[config.mk]
export PLATFORM = sky130hd
export DESIGN_NAME = tmce_tx_encoder
export DESIGN_NICKNAME = d
export VERILOG_FILES = /design/src/tmce_pkg.sv /design/src/tmce_enc8b10b.sv /design/src/tmce_tx_encoder.sv
export SDC_FILE = /design/constraint.sdc
export NUM_CORES = 1
export LEC_CHECK = 0
export BUFFER_PORTS_ARGS = -buffer_cell sky130_fd_sc_hd__buf_2
export CAP_MARGIN = 20
export CORE_MARGIN = 3
export CORE_UTILIZATION = 40
export CTS_BUF_LIST = sky130_fd_sc_hd__clkbuf_8
export DETAILED_ROUTE_END_ITERATION = 10
export PLACE_DENSITY_LB_ADDON = 0.3
export SYNTH_ARGS = -nofsm -noshare
export SYNTH_HDL_FRONTEND = slang
export SYNTH_SLANG_ARGS = --single-unit
[constraint.sdc]
create_clock -name pclk -period 14.5 [get_ports pclk]
set_input_delay 0.725 -clock pclk [delete_from_list [all_inputs] [get_ports pclk]]
set_output_delay 0.725 -clock pclk [all_outputs]
set_load 0.005 [all_outputs]
[src/tmce_pkg.sv]
// ============================================================
// shared constants for the transmit character encoder
// ============================================================
package tmce_pkg;

    // decoded state of a three-level select
    typedef enum logic [1:0] {LVL_LOW, LVL_MID, LVL_HIGH} tmce_lvl_type;

    // ============================================================
    // register map (byte addresses)
    // ============================================================
    localparam logic [7:0] OFS_CTRL = 8'h00;
    localparam logic [7:0] OFS_STATUS = 8'h04;

    // control register fields
    localparam int CTRL_MODE_LO_POS = 0;
    localparam int CTRL_MODE_HI_POS = 2;
    localparam int CTRL_PAR_POS = 4;
    localparam int CTRL_CLK_POS = 6;
    localparam int CTRL_EN_POS = 8;
    localparam logic [31:0] CTRL_RST = 32'h0000_0000;

    // status register fields, one bit per channel each
    localparam int STAT_RD_POS = 0;
    localparam int STAT_WS_POS = 8;
    localparam int STAT_PERR_POS = 16;

    // ============================================================
    // character constants (code bit 0 = bit a, sent first)
    // ============================================================
    localparam logic [7:0] K285_BYTE = 8'hBC;
    localparam logic [9:0] C07_POS = 10'h079;
    localparam logic [9:0] K285_NEG = 10'h17C;
    localparam logic [9:0] K285_POS = 10'h283;
    localparam logic [3:0] WS_LAST = 4'hF;
    localparam logic [7:0] SPC_TBL1_SIZE = 8'h0C;

    // a floating (open) select reads as 2'b11 and counts as middle
    function automatic tmce_lvl_type tmce_lvl_dec(input logic [1:0] v);
        unique case (v)
            2'h0: return LVL_LOW;
            2'h2: return LVL_HIGH;
            default: return LVL_MID;
        endcase
    endfunction

endpackage

[src/tmce_enc8b10b.sv]
`timescale 1ns/1ps
// ============================================================
// one 8b/10b code group with running disparity
// ============================================================
module tmce_enc8b10b (
    input wire logic [7:0] data_in,
    input wire logic k_in,
    input wire logic viol_in,
    input wire logic rd_in,
    output logic [9:0] code_out,
    output logic rd_out
);
    import tmce_pkg::*;

    // 5b/6b table, abcdei with a as msb, negative-disparity form
    function automatic logic [5:0] six_tab(input logic [4:0] x);
        logic [5:0] t [32];
        t = '{6'h27, 6'h1D, 6'h2D, 6'h31, 6'h35, 6'h29, 6'h19, 6'h38,
              6'h39, 6'h25, 6'h15, 6'h34, 6'h0D, 6'h2C, 6'h1C, 6'h17,
              6'h1B, 6'h23, 6'h13, 6'h32, 6'h0B, 6'h2A, 6'h1A, 6'h3A,
              6'h33, 6'h26, 6'h16, 6'h36, 6'h0E, 6'h2E, 6'h1E, 6'h2B};
        return t[x];
    endfunction

    // 3b/4b table, fghj with f as msb, negative-disparity form
    function automatic logic [3:0] four_tab(input logic [2:0] y);
        logic [3:0] t [8];
        t = '{4'hB, 4'h9, 4'h5, 4'hC, 4'hD, 4'hA, 4'h6, 4'hE};
        return t[y];
    endfunction

    // ============================================================
    // encode
    // ============================================================
    always_comb
    begin
        logic [4:0] x;
        logic [2:0] y;
        logic [5:0] six;
        logic [3:0] four;
        logic rd_mid;
        logic alt7;
        logic [9:0] fwd;
        x = data_in[4:0];
        y = data_in[7:5];
        six = '0;
        four = '0;
        rd_mid = 1'b0;
        alt7 = 1'b0;
        fwd = '0;
        // k28 alone has its own 6b group; other specials reuse data groups
        six = (k_in && x == 5'h1C) ? 6'h0F : six_tab(x);
        if (rd_in && ($countones(six) != 3 || x == 5'h07))
            six = ~six;
        rd_mid = ($countones(six) != 3) ? ~rd_in : rd_in;
        // alternate x.7 avoids a run of five equal bits
        alt7 = (y == 3'h7) && (k_in || (!rd_mid && (x == 5'h11 || x == 5'h12 || x == 5'h14))
               || (rd_mid && (x == 5'h0B || x == 5'h0D || x == 5'h0E)));
        four = alt7 ? 4'h7 : four_tab(y);
        if (rd_mid && ($countones(four) != 2 || y == 3'h3))
            four = ~four;
        else if (!rd_mid && k_in && (y == 3'h1 || y == 3'h2 || y == 3'h5 || y == 3'h6))
            four = ~four;
        fwd = {six, four};
        for (int i = 0; i < 10; i++)
            code_out[i] = fwd[9-i];
        rd_out = ($countones(four) != 2) ? ~rd_mid : rd_mid;
        // violation group is neutral, so disparity is kept
        if (viol_in)
        begin
            code_out = rd_in ? ~C07_POS : C07_POS;
            rd_out = rd_in;
        end
    end

endmodule

[src/tmce_tx_encoder.sv]
`timescale 1ns/1ps
// Notes on behaviour
// - encoded modes turn characters into 8b/10b groups
// - data and special rules, correct running disparity
// - two disjoint special-code tables, many-to-one
// - ten-bit character to shifter, bit a first
// - two three-level selectors give nine modes
// - LL bypass; LM, LH reserved, no sync
// - select role: special, word sync, or none
// - bypass passes captured ten bits unchanged
// - bypass parity error sends fixed +C0.7 pattern
// - bypass bit order: data, control as h,j
// - bypass ignores select; channels stay independent
// - ML captures select with control bits
// - ML/HL control/select table, sync on 11
// - middle clock select: per-channel capture strobes
// - select sampled by channel A, shared same cycle
// - atomic sync under M, interruptible under H
// - sixteen K28.5, second and third reversed
// - encoded parity error outside atomic sync sends proper-disparity C0.7
module tmce_tx_encoder #(
    parameter int NCH = 4,
    parameter int AW = 8
) (
    input wire logic pclk,
    input wire logic presetn,
    input wire logic psel,
    input wire logic penable,
    input wire logic pwrite,
    input wire logic [AW-1:0] paddr,
    input wire logic [31:0] pwdata,
    output logic [31:0] prdata,
    output logic pready,
    output logic pslverr,
    input wire logic [NCH*8-1:0] tx_char_data_bits,
    input wire logic [NCH*2-1:0] tx_char_ctrl_bits,
    input wire logic [NCH-1:0] tx_odd_parity_bits,
    input wire logic special_select_in,
    input wire logic [NCH-1:0] per_channel_tx_clock,
    output logic [NCH*10-1:0] tx_char_out,
    output logic [NCH-1:0] tx_char_valid,
    output logic [NCH-1:0] tx_parity_err
);
    import tmce_pkg::*;

    // ============================================================
    // declarations
    // ============================================================
    tmce_lvl_type mode_lo_ff, mode_hi_ff, par_sel_ff, clk_sel_ff; // frozen selects
    tmce_lvl_type nxt_mode_lo, nxt_mode_hi, nxt_par_sel, nxt_clk_sel;
    logic enable_ff, nxt_enable; // transmit path active
    logic pready_ff, nxt_pready;
    logic pslverr_ff, nxt_pslverr;
    logic [31:0] prdata_ff, nxt_prdata;
    logic [31:0] status_word; // live status view
    logic [NCH-1:0][7:0] cap_data_ff, nxt_cap_data; // input registers
    logic [NCH-1:0][1:0] cap_ctrl_ff, nxt_cap_ctrl;
    logic [NCH-1:0] cap_par_ff, nxt_cap_par, cap_valid_ff, nxt_cap_valid;
    logic ssel_ff, nxt_ssel; // select level as captured with channel A
    logic [NCH-1:0][9:0] out_ff, nxt_out; // characters to the shifter
    logic [NCH-1:0] valid_ff, nxt_valid, perr_ff, nxt_perr;
    logic [NCH-1:0] rd_ff, nxt_rd; // running disparity, 1 = positive
    logic [NCH-1:0] ws_act_ff, nxt_ws_act;
    logic [NCH-1:0][3:0] ws_cnt_ff, nxt_ws_cnt; // position in sync sequence
    logic [NCH-1:0][7:0] enc_byte;
    logic [NCH-1:0] enc_k, enc_viol, enc_inv, use_enc, enc_rd;
    logic [NCH-1:0][9:0] enc_code, byp_char;
    logic bypass; // encoder off

    assign bypass = (mode_hi_ff == LVL_LOW);
    assign prdata = prdata_ff;
    assign pready = pready_ff;
    assign pslverr = pslverr_ff;
    assign tx_char_out = out_ff;
    assign tx_char_valid = valid_ff;
    assign tx_parity_err = perr_ff;

    // special-code lookup: table one is a compact index, table two the raw k byte
    function automatic logic [8:0] spec_map(input logic [7:0] c);
        logic [7:0] k4 [4];
        k4 = '{8'hF7, 8'hFB, 8'hFD, 8'hFE};
        if (c < SPC_TBL1_SIZE)
            return {1'b1, (c[3] ? k4[c[1:0]] : {c[2:0], 5'h1C})};
        if (c[4:0] == 5'h1C || c == k4[0] || c == k4[1] || c == k4[2] || c == k4[3])
            return {1'b1, c};
        return 9'h000;
    endfunction

    // ============================================================
    // apb slave: one wait state, answer one cycle into the access phase
    // ============================================================
    always_comb
    begin
        status_word = '0;
        status_word[STAT_RD_POS +: NCH] = rd_ff;
        status_word[STAT_WS_POS +: NCH] = ws_act_ff;
        status_word[STAT_PERR_POS +: NCH] = perr_ff;
    end

    // next register and answer values
    always_comb
    begin
        nxt_pready = psel & penable & ~pready_ff;
        nxt_prdata = prdata_ff;
        nxt_pslverr = 1'b0;
        nxt_enable = enable_ff;
        nxt_mode_lo = mode_lo_ff;
        nxt_mode_hi = mode_hi_ff;
        nxt_par_sel = par_sel_ff;
        nxt_clk_sel = clk_sel_ff;
        if (nxt_pready)
        begin
            // read data is staged one edge early, so it is stable with pready
            unique case (paddr)
                AW'(OFS_CTRL): nxt_prdata = {23'h0, enable_ff, 2'(clk_sel_ff), 2'(par_sel_ff),
                                             2'(mode_hi_ff), 2'(mode_lo_ff)};
                AW'(OFS_STATUS): nxt_prdata = status_word;
                default: nxt_prdata = 32'h0000_0000;
            endcase
            nxt_pslverr = (paddr != AW'(OFS_CTRL)) && (paddr != AW'(OFS_STATUS));
        end
        if (psel && penable && pready_ff && pwrite && paddr == AW'(OFS_CTRL))
        begin
            nxt_enable = pwdata[CTRL_EN_POS];
            // selects only move while the path is idle
            if (!enable_ff)
            begin
                nxt_mode_lo = tmce_lvl_dec(pwdata[CTRL_MODE_LO_POS +: 2]);
                nxt_mode_hi = tmce_lvl_dec(pwdata[CTRL_MODE_HI_POS +: 2]);
                nxt_par_sel = tmce_lvl_dec(pwdata[CTRL_PAR_POS +: 2]);
                nxt_clk_sel = tmce_lvl_dec(pwdata[CTRL_CLK_POS +: 2]);
            end
        end
    end

    // apb and control registers
    always_ff @(posedge pclk or negedge presetn)
    begin
        if (!presetn)
        begin
            pready_ff <= 1'b0;
            pslverr_ff <= 1'b0;
            prdata_ff <= 32'h0000_0000;
            enable_ff <= CTRL_RST[CTRL_EN_POS];
            mode_lo_ff <= LVL_LOW;
            mode_hi_ff <= LVL_LOW;
            par_sel_ff <= LVL_LOW;
            clk_sel_ff <= LVL_LOW;
        end
        else
        begin
            pready_ff <= nxt_pready;
            pslverr_ff <= nxt_pslverr;
            prdata_ff <= nxt_prdata;
            enable_ff <= nxt_enable;
            mode_lo_ff <= nxt_mode_lo;
            mode_hi_ff <= nxt_mode_hi;
            par_sel_ff <= nxt_par_sel;
            clk_sel_ff <= nxt_clk_sel;
        end
    end

    // ============================================================
    // input registers
    // ============================================================
    always_comb
    begin
        nxt_cap_data = cap_data_ff;
        nxt_cap_ctrl = cap_ctrl_ff;
        nxt_cap_par = cap_par_ff;
        nxt_cap_valid = '0;
        nxt_ssel = ssel_ff;
        for (int ch = 0; ch < NCH; ch++)
        begin
            // low: every reference edge; middle: own strobe; high: channel A strobe
            if (enable_ff && (clk_sel_ff == LVL_LOW || (clk_sel_ff == LVL_MID ?
                per_channel_tx_clock[ch] : per_channel_tx_clock[0])))
            begin
                nxt_cap_valid[ch] = 1'b1;
                nxt_cap_data[ch] = tx_char_data_bits[ch*8 +: 8];
                nxt_cap_ctrl[ch] = tx_char_ctrl_bits[ch*2 +: 2];
                nxt_cap_par[ch] = tx_odd_parity_bits[ch];
            end
        end
        // select rides with channel A's capture and serves every channel
        if (enable_ff && (clk_sel_ff == LVL_LOW || per_channel_tx_clock[0]))
            nxt_ssel = special_select_in;
    end

    // input register flops
    always_ff @(posedge pclk or negedge presetn)
    begin
        if (!presetn)
        begin
            cap_data_ff <= '0;
            cap_ctrl_ff <= '0;
            cap_par_ff <= '0;
            cap_valid_ff <= '0;
            ssel_ff <= 1'b0;
        end
        else
        begin
            cap_data_ff <= nxt_cap_data;
            cap_ctrl_ff <= nxt_cap_ctrl;
            cap_par_ff <= nxt_cap_par;
            cap_valid_ff <= nxt_cap_valid;
            ssel_ff <= nxt_ssel;
        end
    end

    // ============================================================
    // character selection: parity, mode tables, word sync
    // ============================================================
    always_comb
    begin
        logic perr;
        logic [1:0] c;
        logic cont;
        logic [8:0] sm; // special lookup: k flag and byte
        perr = 1'b0;
        sm = '0;
        c = 2'h0;
        cont = 1'b0;
        enc_byte = '0;
        enc_k = '0;
        enc_viol = '0;
        enc_inv = '0;
        use_enc = '0;
        nxt_valid = '0;
        nxt_perr = perr_ff;
        nxt_ws_act = ws_act_ff;
        nxt_ws_cnt = ws_cnt_ff;
        for (int ch = 0; ch < NCH; ch++)
        begin
            c = cap_ctrl_ff[ch];
            byp_char[ch] = {c, cap_data_ff[ch]};
            // odd parity; control bits join when high, or middle with bypass
            perr = (par_sel_ff != LVL_LOW) && !(^{cap_data_ff[ch], cap_par_ff[ch],
                   (par_sel_ff == LVL_HIGH || bypass) ? ^c : 1'b0});
            if (!enable_ff)
            begin
                nxt_ws_act[ch] = 1'b0;
                nxt_ws_cnt[ch] = 4'h0;
            end
            else if (cap_valid_ff[ch])
            begin
                nxt_valid[ch] = 1'b1;
                nxt_perr[ch] = perr;
                use_enc[ch] = !bypass;
                // atomic ignores input; interruptible needs 00 and good parity
                cont = ws_act_ff[ch] && (mode_hi_ff == LVL_MID || (c == 2'h0 && !perr));
                if (bypass)
                begin
                    nxt_ws_act[ch] = 1'b0;
                end
                else if (cont)
                begin
                    enc_byte[ch] = K285_BYTE;
                    enc_k[ch] = 1'b1;
                    enc_inv[ch] = (ws_cnt_ff[ch] == 4'h1) || (ws_cnt_ff[ch] == 4'h2);
                    nxt_perr[ch] = 1'b0;
                    nxt_ws_cnt[ch] = ws_cnt_ff[ch] + 4'h1;
                    nxt_ws_act[ch] = (ws_cnt_ff[ch] != WS_LAST);
                end
                else
                begin
                    nxt_ws_act[ch] = 1'b0;
                    nxt_ws_cnt[ch] = 4'h0;
                    enc_byte[ch] = cap_data_ff[ch];
                    if (perr)
                        enc_viol[ch] = 1'b1;
                    else if (mode_lo_ff == LVL_LOW ? (c == 2'h3) :
                             mode_lo_ff == LVL_MID ? (ssel_ff && c[0]) : (c == 2'h3))
                    begin
                        enc_byte[ch] = K285_BYTE;
                        enc_k[ch] = 1'b1;
                        nxt_ws_act[ch] = 1'b1;
                        nxt_ws_cnt[ch] = 4'h1;
                    end
                    else if (mode_lo_ff == LVL_HIGH ? (c == 2'h1) : (c[0] && (mode_lo_ff ==
                             LVL_LOW ? !ssel_ff : !c[1])))
                    begin
                        enc_byte[ch] = K285_BYTE;
                        enc_k[ch] = 1'b1;
                    end
                    else if (mode_lo_ff == LVL_HIGH ? (c == 2'h2) : c[0])
                    begin
                        sm = spec_map(cap_data_ff[ch]);
                        enc_k[ch] = sm[8];
                        enc_viol[ch] = !sm[8];
                        enc_byte[ch] = sm[7:0];
                    end
                end
            end
        end
    end

    // one encoder per channel
    for (genvar g = 0; g < NCH; g++)
    begin : g_enc
        tmce_enc8b10b u_enc (
            .data_in(enc_byte[g]),
            .k_in(enc_k[g]),
            .viol_in(enc_viol[g]),
            .rd_in(enc_inv[g] ? ~rd_ff[g] : rd_ff[g]),
            .code_out(enc_code[g]),
            .rd_out(enc_rd[g])
        );
    end

    // final character and disparity
    always_comb
    begin
        nxt_out = out_ff;
        nxt_rd = enable_ff ? rd_ff : '0;
        for (int ch = 0; ch < NCH; ch++)
        begin
            if (enable_ff && cap_valid_ff[ch])
            begin
                if (use_enc[ch])
                begin
                    nxt_out[ch] = enc_code[ch];
                    // reversed sync groups still step disparity as normal ones would
                    nxt_rd[ch] = enc_inv[ch] ? ~enc_rd[ch] : enc_rd[ch];
                end
                else
                    nxt_out[ch] = nxt_perr[ch] ? C07_POS : byp_char[ch];
            end
        end
    end

    // output and sequence flops
    always_ff @(posedge pclk or negedge presetn)
    begin
        if (!presetn)
        begin
            out_ff <= '0;
            valid_ff <= '0;
            perr_ff <= '0;
            rd_ff <= '0;
            ws_act_ff <= '0;
            ws_cnt_ff <= '0;
        end
        else
        begin
            out_ff <= nxt_out;
            valid_ff <= nxt_valid;
            perr_ff <= nxt_perr;
            rd_ff <= nxt_rd;
            ws_act_ff <= nxt_ws_act;
            ws_cnt_ff <= nxt_ws_cnt;
        end
    end
endmodule

# [After elaboration in Yosys (flattened, before gate mapping)]
# Memories as Yosys holds them, arrays and structs flattened.
# Index checks and enable logic that the tools add are counted.
[classes] n_addsub=68 n_mul=0 n_div=0 n_lt_le_gt_ge=16 n_eq_ne=132 shifts=0 muxes=450 bitwise=40 reduce_logical=187
[ops] op="$add A32 B32 Y32" count=24
[ops] op="$ne A32 B3 Y1 const B" count=16
[ops] op="$mux W9" count=48
[ops] op="$mux W8" count=44
[ops] op="$mux W1" count=280
[ops] op="$mux W10" count=16
[ops] op="$mux W4" count=37
[ops] op="$eq A8 B8 Y1 const B" count=16
[ops] op="$eq A5 B5 Y1 const B" count=20
[ops] op="$mux W6" count=16
[ops] op="$add A1 B1 Y2" count=40
[ops] op="$logic_or A1 B1 Y1" count=73
[ops] op="$logic_and A1 B1 Y1" count=65
[ops] op="$bmux W8 S2" count=4
[ops] op="$eq A5 B4 Y1 const B" count=12
[ops] op="$pmux W20 S2" count=1
[ops] op="$reduce_xor A10 Y1" count=4
[ops] op="$eq A3 B3 Y1 const B" count=12
[ops] op="$lt A8 B4 Y1 const B" count=4
[ops] op="$eq A2 B2 Y1 const B" count=14
[ops] op="$eq A3 B2 Y1 const B" count=8
[ops] op="$ge A6 B6 Y1 const B" count=4
[ops] op="$not A5 Y6" count=4
[ops] op="$not A6 Y6" count=4
[ops] op="other kinds (26)" count=127
[word_totals] register_bits=164 latch_bits=0 ramBits=0 rom_bits=896 input_bits=94 out_inout_bits=82 word_cells=938 n_memories=8
[mem_list] memory="(no name shown)" depth=32 word_bits=6 read_ports=1 rd_ports_with_merged_regs=0 wr=0 line="tmce_enc8b10b.sv:22" rtl="return t[x];"
[mem_list] memory="(no name shown)" depth=32 word_bits=6 read_ports=1 rd_ports_with_merged_regs=0 wr=0 line="tmce_enc8b10b.sv:22"
[mem_list] memory="(no name shown)" depth=32 word_bits=6 read_ports=1 rd_ports_with_merged_regs=0 wr=0 line="tmce_enc8b10b.sv:22"
[mem_list] memory="(no name shown)" depth=32 word_bits=6 read_ports=1 rd_ports_with_merged_regs=0 wr=0 line="tmce_enc8b10b.sv:22"
[mem_list] memory="(no name shown)" depth=8 word_bits=4 read_ports=1 rd_ports_with_merged_regs=0 wr=0 line="tmce_enc8b10b.sv:29" rtl="return t[y];"
[mem_list] memory="(no name shown)" depth=8 word_bits=4 read_ports=1 rd_ports_with_merged_regs=0 wr=0 line="tmce_enc8b10b.sv:29"
[mem_list] memory="+2 memories"

# [Logic depth before layout (Yosys ltp)]
# Gate-level depths: netlist of the first run.
[logic_depth] ltp_word=79 mapped_depth=50 mapped_depth_nobuf=48

# [By module]
# A second synthesis of the first run with hierarchy kept.
[hier_totals] cells_unflattened=1758 hier_area_um2=14602.8
[by_module_without_submodules] mod="tmce_tx_encoder" n_inst=1 cells_each=1104 area_each_um2=9421.5 seq_area_each_um2=3703.6
[by_module_without_submodules] mod="tmce_enc8b10b at g_enc[0].u_enc" n_inst=1 cells_each=171 area_each_um2=1322.5 seq_area_each_um2=0.0
[by_module_without_submodules] mod="tmce_enc8b10b at g_enc[1].u_enc" n_inst=1 cells_each=169 area_each_um2=1315.0 seq_area_each_um2=0.0
[by_module_without_submodules] mod="tmce_enc8b10b at g_enc[3].u_enc" n_inst=1 cells_each=159 area_each_um2=1275.0 seq_area_each_um2=0.0
[by_module_without_submodules] mod="tmce_enc8b10b at g_enc[2].u_enc" n_inst=1 cells_each=155 area_each_um2=1268.7 seq_area_each_um2=0.0

# [Least setup slack after synthesis of the first run]
# OpenSTA, ideal clock, no wires.
[synth_path] path_type="reg-to-reg" startpoint="register cap_data_ff (netlist bit byp_char[33])" endpoint="register rd_ff[3]" setup_time_ps=132 arrival_time_ps=10611 required_time_ps=14368 slack_ps=3757 stages_incl_launch_ff=44 n_path_buf=2 period_less_slack_ps=10743 cell_sequence="dfrtp_1 > clkbuf_1 > inv_1 > ha_1 > xnor2_1 > xor3_1 > a21oi_1 > a311oi_1 > inv_1 > ha_1 > inv_1 > a211oi_1 > nand4_1 > nand2_1 > nor3_1 > inv_1 > ha_1 > fa_1 > [... 8 more ...] > xor2_1 > o41a_1 > a21oi_1 > o21ai_0 > ha_1 > ha_1 > fa_1 > o211ai_1 > a32oi_2 > xnor2_1 > ha_1 > ha_1 > fa_1 > nand2_1 > xor2_1 > nor3_1 > xnor2_1 > nor2_1"
[synth_between] elab_chain_len=71 word_cells_on_any_way=157 classes_between="16 x add/sub; 1 x order compare; 23 x eq/ne; 76 x mux; 7 x bitwise; 32 x reduce/logical; 2 x memory"
[synth_rtl] item="start: declaration" line="tmce_tx_encoder.sv:56" rtl="logic [NCH-1:0][7:0] cap_data_ff, nxt_cap_data;"
[synth_rtl] item="start signal: assignment" line="tmce_tx_encoder.sv:203" rtl="cap_data_ff <= nxt_cap_data;"
[synth_rtl] item="$eq A8 B8 Y1 / $eq A5 B5 Y1 (equally long branches)" line="tmce_tx_encoder.sv:84" rtl="if (c[4:0] == 5'h1C || c == k4[0] || c == k4[1] || c == k4[2] || c == k4[3])"
[synth_rtl] item="$logic_or A1 B1 Y1 (4 in series)" line="tmce_tx_encoder.sv:84"
[synth_rtl] item="$mux W1 (2 in series)" line="tmce_tx_encoder.sv:84"
[synth_rtl] item="$mux W1" line="tmce_tx_encoder.sv:286" rtl="else if (mode_lo_ff == LVL_HIGH ? (c == 2'h2) : c[0])"
[synth_rtl] item="$mux W1" line="tmce_tx_encoder.sv:280" rtl="else if (mode_lo_ff == LVL_HIGH ? (c == 2'h1) : (c[0] && (mode_lo_ff =="
[synth_rtl] item="$mux W1" line="tmce_tx_encoder.sv:272" rtl="else if (mode_lo_ff == LVL_LOW ? (c == 2'h3) :"
[synth_rtl] item="$mux W1" line="tmce_tx_encoder.sv:270" rtl="if (perr)"
[synth_rtl] item="$mux W1" line="tmce_tx_encoder.sv:256" rtl="else if (cont)"
[synth_rtl] item="[... 52 more ...]"
[synth_rtl] item="$ne A32 B3 Y1" line="tmce_enc8b10b.sv:67" rtl="rd_out = ($countones(four) != 2) ? ~rd_mid : rd_mid;"
[synth_rtl] item="$mux W1" line="tmce_enc8b10b.sv:67"
[synth_rtl] item="$mux W1" line="tmce_enc8b10b.sv:69" rtl="if (viol_in)"
[synth_rtl] item="$not A1 Y1" line="tmce_tx_encoder.sv:324" rtl="nxt_rd[ch] = enc_inv[ch] ? ~enc_rd[ch] : enc_rd[ch];"
[synth_rtl] item="$mux W1 (*)" line="tmce_tx_encoder.sv:324"
[synth_rtl] item="$mux W1 (*)" line="tmce_tx_encoder.sv:320" rtl="if (use_enc[ch])"
[synth_rtl] item="$mux W1 (*)" line="tmce_tx_encoder.sv:318" rtl="if (enable_ff && cap_valid_ff[ch])"
[synth_rtl] item="named net nxt_rd[3]" line="tmce_tx_encoder.sv:62" rtl="logic [NCH-1:0] rd_ff, nxt_rd;"
[synth_rtl] item="end signal: assignment" line="tmce_tx_encoder.sv:349" rtl="rd_ff <= nxt_rd;"
[synth_rtl] item="end: declaration" line="tmce_tx_encoder.sv:62"
# Mark *: on every way through the listed nets, which the timed path passes. The rest lies on a longest branch. The select of a mux whose other input is x is not followed.
# A chain may end at the register's enable or synchronous reset.

# [Worst setup path after layout of the first run]
[layout_path] startpoint="register cap_data_ff (netlist bit byp_char[3])" endpoint="register rd_ff[0]"
# The elaborated chain is that of the path after synthesis.

==> results.yml, run 1 <==
power:
  power_density_nw_per_um2: 65.42
  peakVddDrop_v: 0.00005562
  p_total_uw: 1034
  p_leak_uw: 0.007064
drt:
  viasPerCell: 5.928
  vias: 13600
  wirelength_um: 44060
  wl_per_cell_um: 19.21
  first_pass_iters: 8
  drc: 0
  first_iter_violations: 1168
  postRouteAntennaNets: 0
synth:
  async_flop_share_pct: 100.0
  synth-seq-cells: 148
  syn_area_um2: 14350
  yosys.area.top_type_share_pct: 25.80
  synthDistinctLibCells: 105
  yosysTopAreaCell: "dfrtp_1"
  netlist_instances: 1730
  synth_area_leaders: "dfrtp_1 (26%), ha_1 (13%), nand2_1 (5.4%)"
  synth-edff-count: 0
  synth_ff_type: "dfrtp_1"
  synth_area_per_cell_um2: 8.297
  ys_seq_area_share_pct: 25.80
  synth_warnings: 0
floorplanning:
  die_width_um: 195.4
  dieArea_um2: 38190
  num_rows: 68
  die_h_um: 195.4
  core_um2: 34970
  pin_count: 176
  start_util_pct: 41.05
sta:
  grt_setup_unrepaired: "no"
  period_share_pct: 87.06
  fmax_mhz: 79.22
  finalSetupTns_ps: 0
  finClkSkew_ps: 20.03
  timing.final.max_slew_violations: 0
  finalCriticalPeriod_ps: 12620
  max_slew.worst_pin.slew_ps: 1096
  relSlewSlack_pct: 26.60
  final_hold_viol_count: 0
  finalSetupViolations: 0
placement:
  io_buffers: 136
  place_area_um2: 15360
  hpwlAfterDp_um: 33750
  finalWeightedCongestion: 0.9269
setup_path:
  r2r_start: "byp_char[3]"
  r2r_setup_slack_ps: 1880
  path_class: "reg2reg"
  cp.required_ps: 14870
  rr_worst_depth: 43
  crit_path_end_kind: "register"
  setup.worst_path.end: "rd_ff[0]"
  arrival_ps: 12990
  cp_slowest_cell: "o311ai_1"
  cpPeakStageDelay_ps: 740
  r2r-end: "rd_ff[0]"
  cp-startpoint: "byp_char[3]"
  crit_top_cell: "ha_1"
  crit_fanout: 13
  crit_path_start_kind: "register"
global_routing:
  grt_start_max_net_pins: 78
  antenna_found_initial: 1
  grt_pass1_wl_um: 70750
  grt_overflow: 0
  grt_use_total_pct: 22.61
  first_global_vias: 12990
finish:
  n_antenna_cell: 0
  syn2layout_area_growth_pct: 10.16
  drive_above_1_share_pct: 12.94
  final_area_um2: 15810
  final_common_cell: "nand2_1"
  layout_common_cells: "nand2_1 (207), ha_1 (152), dfrtp_1 (148)"
  nets: 2095
  num-fill-cells: 3472
clock_tree:
  htree_levels: 4
  numCtsBuffers: 17
  cts_tree: "done"
  ctsRootBufferMaster: "clkbuf_8"
  clkLatencyLatePin_ps: 490
  clk_pin_slew_ps: 100
  cts_resized: 0
  clk_path_buf_depth: 2
  cts_hold_buffers: 0
  clkSinkCount: 148
  post_cts_buffers: 0
hold_path:
  worstHoldPathType: "in2async"
run:
  drv_cap: 0
outcome:
  status: "completed"
cell type report:
type	count	area, um2	share of cell area [%]
Clock buffer	18	247.7	1.567
Sequential cell	148	3704	23.42
Inverter	94	352.8	2.232
Tap cell	455	569.3	3.601
Timing Repair Buffer	151	803.3	5.080
Clock inverter	11	186.4	1.179
Multi-Input combinational cell	1417	9948	62.92
critical path: cells and delay by family, from the launching register on:
kind	cells	cell delay, ps
AOI/OAI and AO/OA	12	3890
xor gates and xnor gates	6	2200
adders and majority gates	12	4220
buffers and inverters	2	320
DFF	1	520
and+or+nand+nor	11	1360
metal layers:
metal	GRT usage [%]	wire length (um)	vias to the layer above
li1	-	-	6488
met1	31.40	19850	6579
met5	0	0	-
met4	5.360	813	0
met2	37.31	20850	466
met3	3.278	2545	65
cells in the mapped netlist, types with 13 or more instances:
cell and number:
nand2b_1 19, nor4_1 22, fa_1 20, dfrtp_1 148
o22ai_1 22, buf_4 16, or3_1 13, a31oi_1 22
o31ai_1 23, xnor2_1 42, o211ai_1 21, ha_1 152
a21oi_1 106, o21a_1 14, nor2_1 129, inv_1 93
o21ai_0 142, nand3_1 41, a211oi_1 15, a21o_1 15
nand4_1 15, nor3_1 57, nand2_1 207, xor2_1 31
buf_2 14, mux2i_1 19, clkbuf_1 55
how the worst min path moves through the flow:
stage | cells after the start | to | from | slack [ps]
floorplan | 0 | byp_char[0] | presetn | 430
global placement | 2 | prdata[3] | prdata[3] | 470
detailed placement | 2 | prdata[3] | prdata[3] | 470
CTS | 1 | tx_char_out[0] | presetn | 280
global route | 1 | tx_char_out[0] | presetn | 290
finish | 1 | tx_char_out[6] | presetn | 260
logic make-up after synthesis:
logic type | after synthesis | share of synthesized area [%]
compound gates | 539 | 25.65
mux | 31 | 2.371
fa+ha+maj | 173 | 16.11
xor+xnor | 82 | 5.788
other cells | 1 | 0.02613
buf+inv | 180 | 5.300
simple gates | 576 | 18.96
flops | 148 | 25.80
registers in the layout, indices dropped and copies added (netlist names), 2 cells and up:
name           count
prdata            16
ws_cnt_ff         16
par_sel_ff         2
mode_lo_ff         2
ws_act_ff          4
cap_valid_ff       4
byp_char          40
tx_char_out       40
tx_char_valid      4
tx_parity_err      4
mode_hi_ff         2
rd_ff              4
cap_par_ff         4
clk_sel_ff         2
metrics by stage:
stage	worst slack (ps)	utilization, %	hold slack [ps]	instances
4_1_cts	1693	45.16	278.0	2292
3_5_place_dp	1727	43.92	465.5	2263
2_1_floorplan	3757	-	429.4	1745
5_1_grt	1034	45.22	286.8	2294
6_report	1877	45.22	257.0	2294
3_3_place_gp	1883	43.92	467.4	2263
report_power, final:
part / internal (uW) / switching [uW] / leakage (uW)
registers: 421 / 15.8 / 0.00192
logic: 76.7 / 140 / 0.00492
clock network: 205 / 175 / 0.000225
total: 703 / 331 / 0.00706
Note: power is estimated with default switching activity, not from simulation.
==> run 2, diff against run 1 <==
--- a/config.mk
+++ b/config.mk
@@ -5,12 +5,11 @@
 export SDC_FILE = /design/constraint.sdc
 export NUM_CORES = 1
 export LEC_CHECK = 0
-export BUFFER_PORTS_ARGS = -buffer_cell sky130_fd_sc_hd__buf_2
-export CAP_MARGIN = 20
 export CORE_MARGIN = 3
 export CORE_UTILIZATION = 40
 export CTS_BUF_LIST = sky130_fd_sc_hd__clkbuf_8
 export DETAILED_ROUTE_END_ITERATION = 10
+export DONT_BUFFER_PORTS = 1
 export PLACE_DENSITY_LB_ADDON = 0.3
 export SYNTH_ARGS = -nofsm -noshare
 export SYNTH_HDL_FRONTEND = slang
==> run 2 against run 1 <==
Against the previous run:
- critical path type unchanged
- non-clock buffer count shrank 132
- hold slack lost 120 ps
- routed wire length shrank 0.33%
- combinational power shrank 5%
- final cell count shrank 5.6%
- clock skew grew 2.6 ps
- utilization shrank 1.9 points
==> results.yml, run 2 (synthesis gave the netlist of run 1 again) <==
drt:
  postRouteAntennaNets: 0
  vias: 13130
  dr_wl_met2_um: 20170
  wl_met1_um: 19860
  drc: 0
  first_pass_iters: 6
  first_iter_violations: 1139
  wl_per_cell_um: 20.27
  viasPerCell: 6.060
  wirelength_um: 43910
  met3_length_um: 2648
  routed.top_layer: "met4"
outcome:
  status: "completed"
floorplanning:
  die_h_um: 195.4
  die_width_um: 195.4
  num_rows: 68
  pin_count: 176
  core_um2: 34970
  start_util_pct: 41.05
  dieArea_um2: 38190
power:
  power_density_nw_per_um2: 65.13
  p_leak_uw: 0.006420
  peakVddDrop_v: 0.00006410
  p_total_uw: 985.3
setup_path:
  path_buf_inv: 4
  crit_top_cell: "ha_1"
  cp_slowest_cell: "a41oi_1"
  path_class: "reg2reg"
  arrival_ps: 13060
  crit_path_start_kind: "register"
  crit_path_end_kind: "register"
  cpPeakStageDelay_ps: 900
  cp.required_ps: 14880
  path_delay_family: "adder cells"
  crit_fanout: 17
clock_tree:
  clk_pin_slew_ps: 100
  numCtsBuffers: 17
  clk_path_buf_depth: 2
  clkSinkCount: 148
  htree_levels: 4
  post_cts_buffers: 0
  ctsRootBufferMaster: "clkbuf_8"
  clkLatencyLatePin_ps: 510
  cts_resized: 0
  cts_tree: "done"
global_routing:
  grt_start_max_net_pins: 149
  first_global_vias: 12640
  antenna_found_initial: 2
  grt_use_total_pct: 22.69
  grt_overflow: 0
  grt_pass1_wl_um: 70260
finish:
  syn2layout_area_growth_pct: 5.404
  drive_above_1_share_pct: 6.433
  multi_input_area_um2: 9953
  regArea_um2: 3704
  layout_common_cells: "nand2_1 (207), ha_1 (152), dfrtp_1 (148)"
  final_common_cell: "nand2_1"
  nets: 1963
  fin_cells: 2166
  num-fill-cells: 3485
sta:
  finClkSkew_ps: 22.62
  final_hold_viol_count: 0
  grt_setup_unrepaired: "no"
  finalCriticalPeriod_ps: 12680
  finalSetupViolations: 0
  max_slew.worst_pin.slew_ps: 1138
  finalSetupTns_ps: 0
  period_share_pct: 87.47
  fmax_mhz: 78.84
  post-route-worst-setup-slack_ps: 1816
  relSlewSlack_pct: 23.13
  timing.final.max_slew_violations: 0
placement:
  hpwlAfterDp_um: 33370
  placedCellCount: 2132
  finalWeightedCongestion: 0.9036
  io_buffers: 0
  post-place-ws_ps: 1867
run:
  drv_cap: 0
hold_path:
  worstHoldPathType: "in2async"
## run 2: cell types whose count changed in the layout (fill, tap and decap cells not counted), sizes merged
| cell | delta |
|---|---|
| buf | -132 |
| bufinv | -3 |
| clkinv | +2 |
| clkinvlp | +3 |
| diode | +1 |
| inv | +1 |
## run 2: worst paths after layout
| path | slack, ps | endpoint | start | cells past startpoint |
|---|---|---|---|---|
| setup / recovery | 1820 | rd_ff[3] | byp_char[30] | 43 |
| hold / removal | 140 | tx_char_out[5] | presetn | 1 |
| setup reg to reg | 1820 | rd_ff[3] | byp_char[30] | 43 |
| hold reg to reg | 500 | cap_par_ff[1] | cap_par_ff[1] | 2 |
| max in group asynchronous | 13650 | prdata[9] | presetn | 1 |
| min in group pclk | 330 | cap_par_ff[1] | tx_odd_parity_bits[1] | 2 |
## run 2: routing by layer
metal	up-vias	global-route usage [%]
li1	6228	-
met1	6352	31.41
met2	470	36.17
met3	77	3.675
met4	0	7.552
met5	-	0
## run 2: layout make-up
type                            count  area share [%]
Antenna cell                        1         0.01654
Clock buffer                       18           1.637
Clock inverter                     14          0.9097
Inverter                           94           2.332
Multi-Input combinational cell   1417           65.79
Sequential cell                   148           24.48
Tap cell                          455           3.763
Timing Repair Buffer               19           1.075
## run 2: repair_timing
action,in CTS,in global routing
hold endpoints to repair,148,0
hold buffers,1,0
setup endpoints to repair,0,0
## run 2: power by group
part | switching [uW] | leakage (uW) | internal (uW) | total, uW
logic | 135 | 0.00430 | 70.6 | 206
registers | 16.0 | 0.00192 | 421 | 437
clock network | 186 | 0.000196 | 156 | 342
total | 338 | 0.00642 | 648 | 985
## run 2: through the flow
step	hold slack, ps	utilization, %	cell area, um2
global route	188.6	43.27	15130
floorplan	429.4	-	14410
CTS	239.0	43.26	15130
global placement	434.2	42.08	14710
finish	139.9	43.27	15130
detailed placement	432.7	42.08	14710
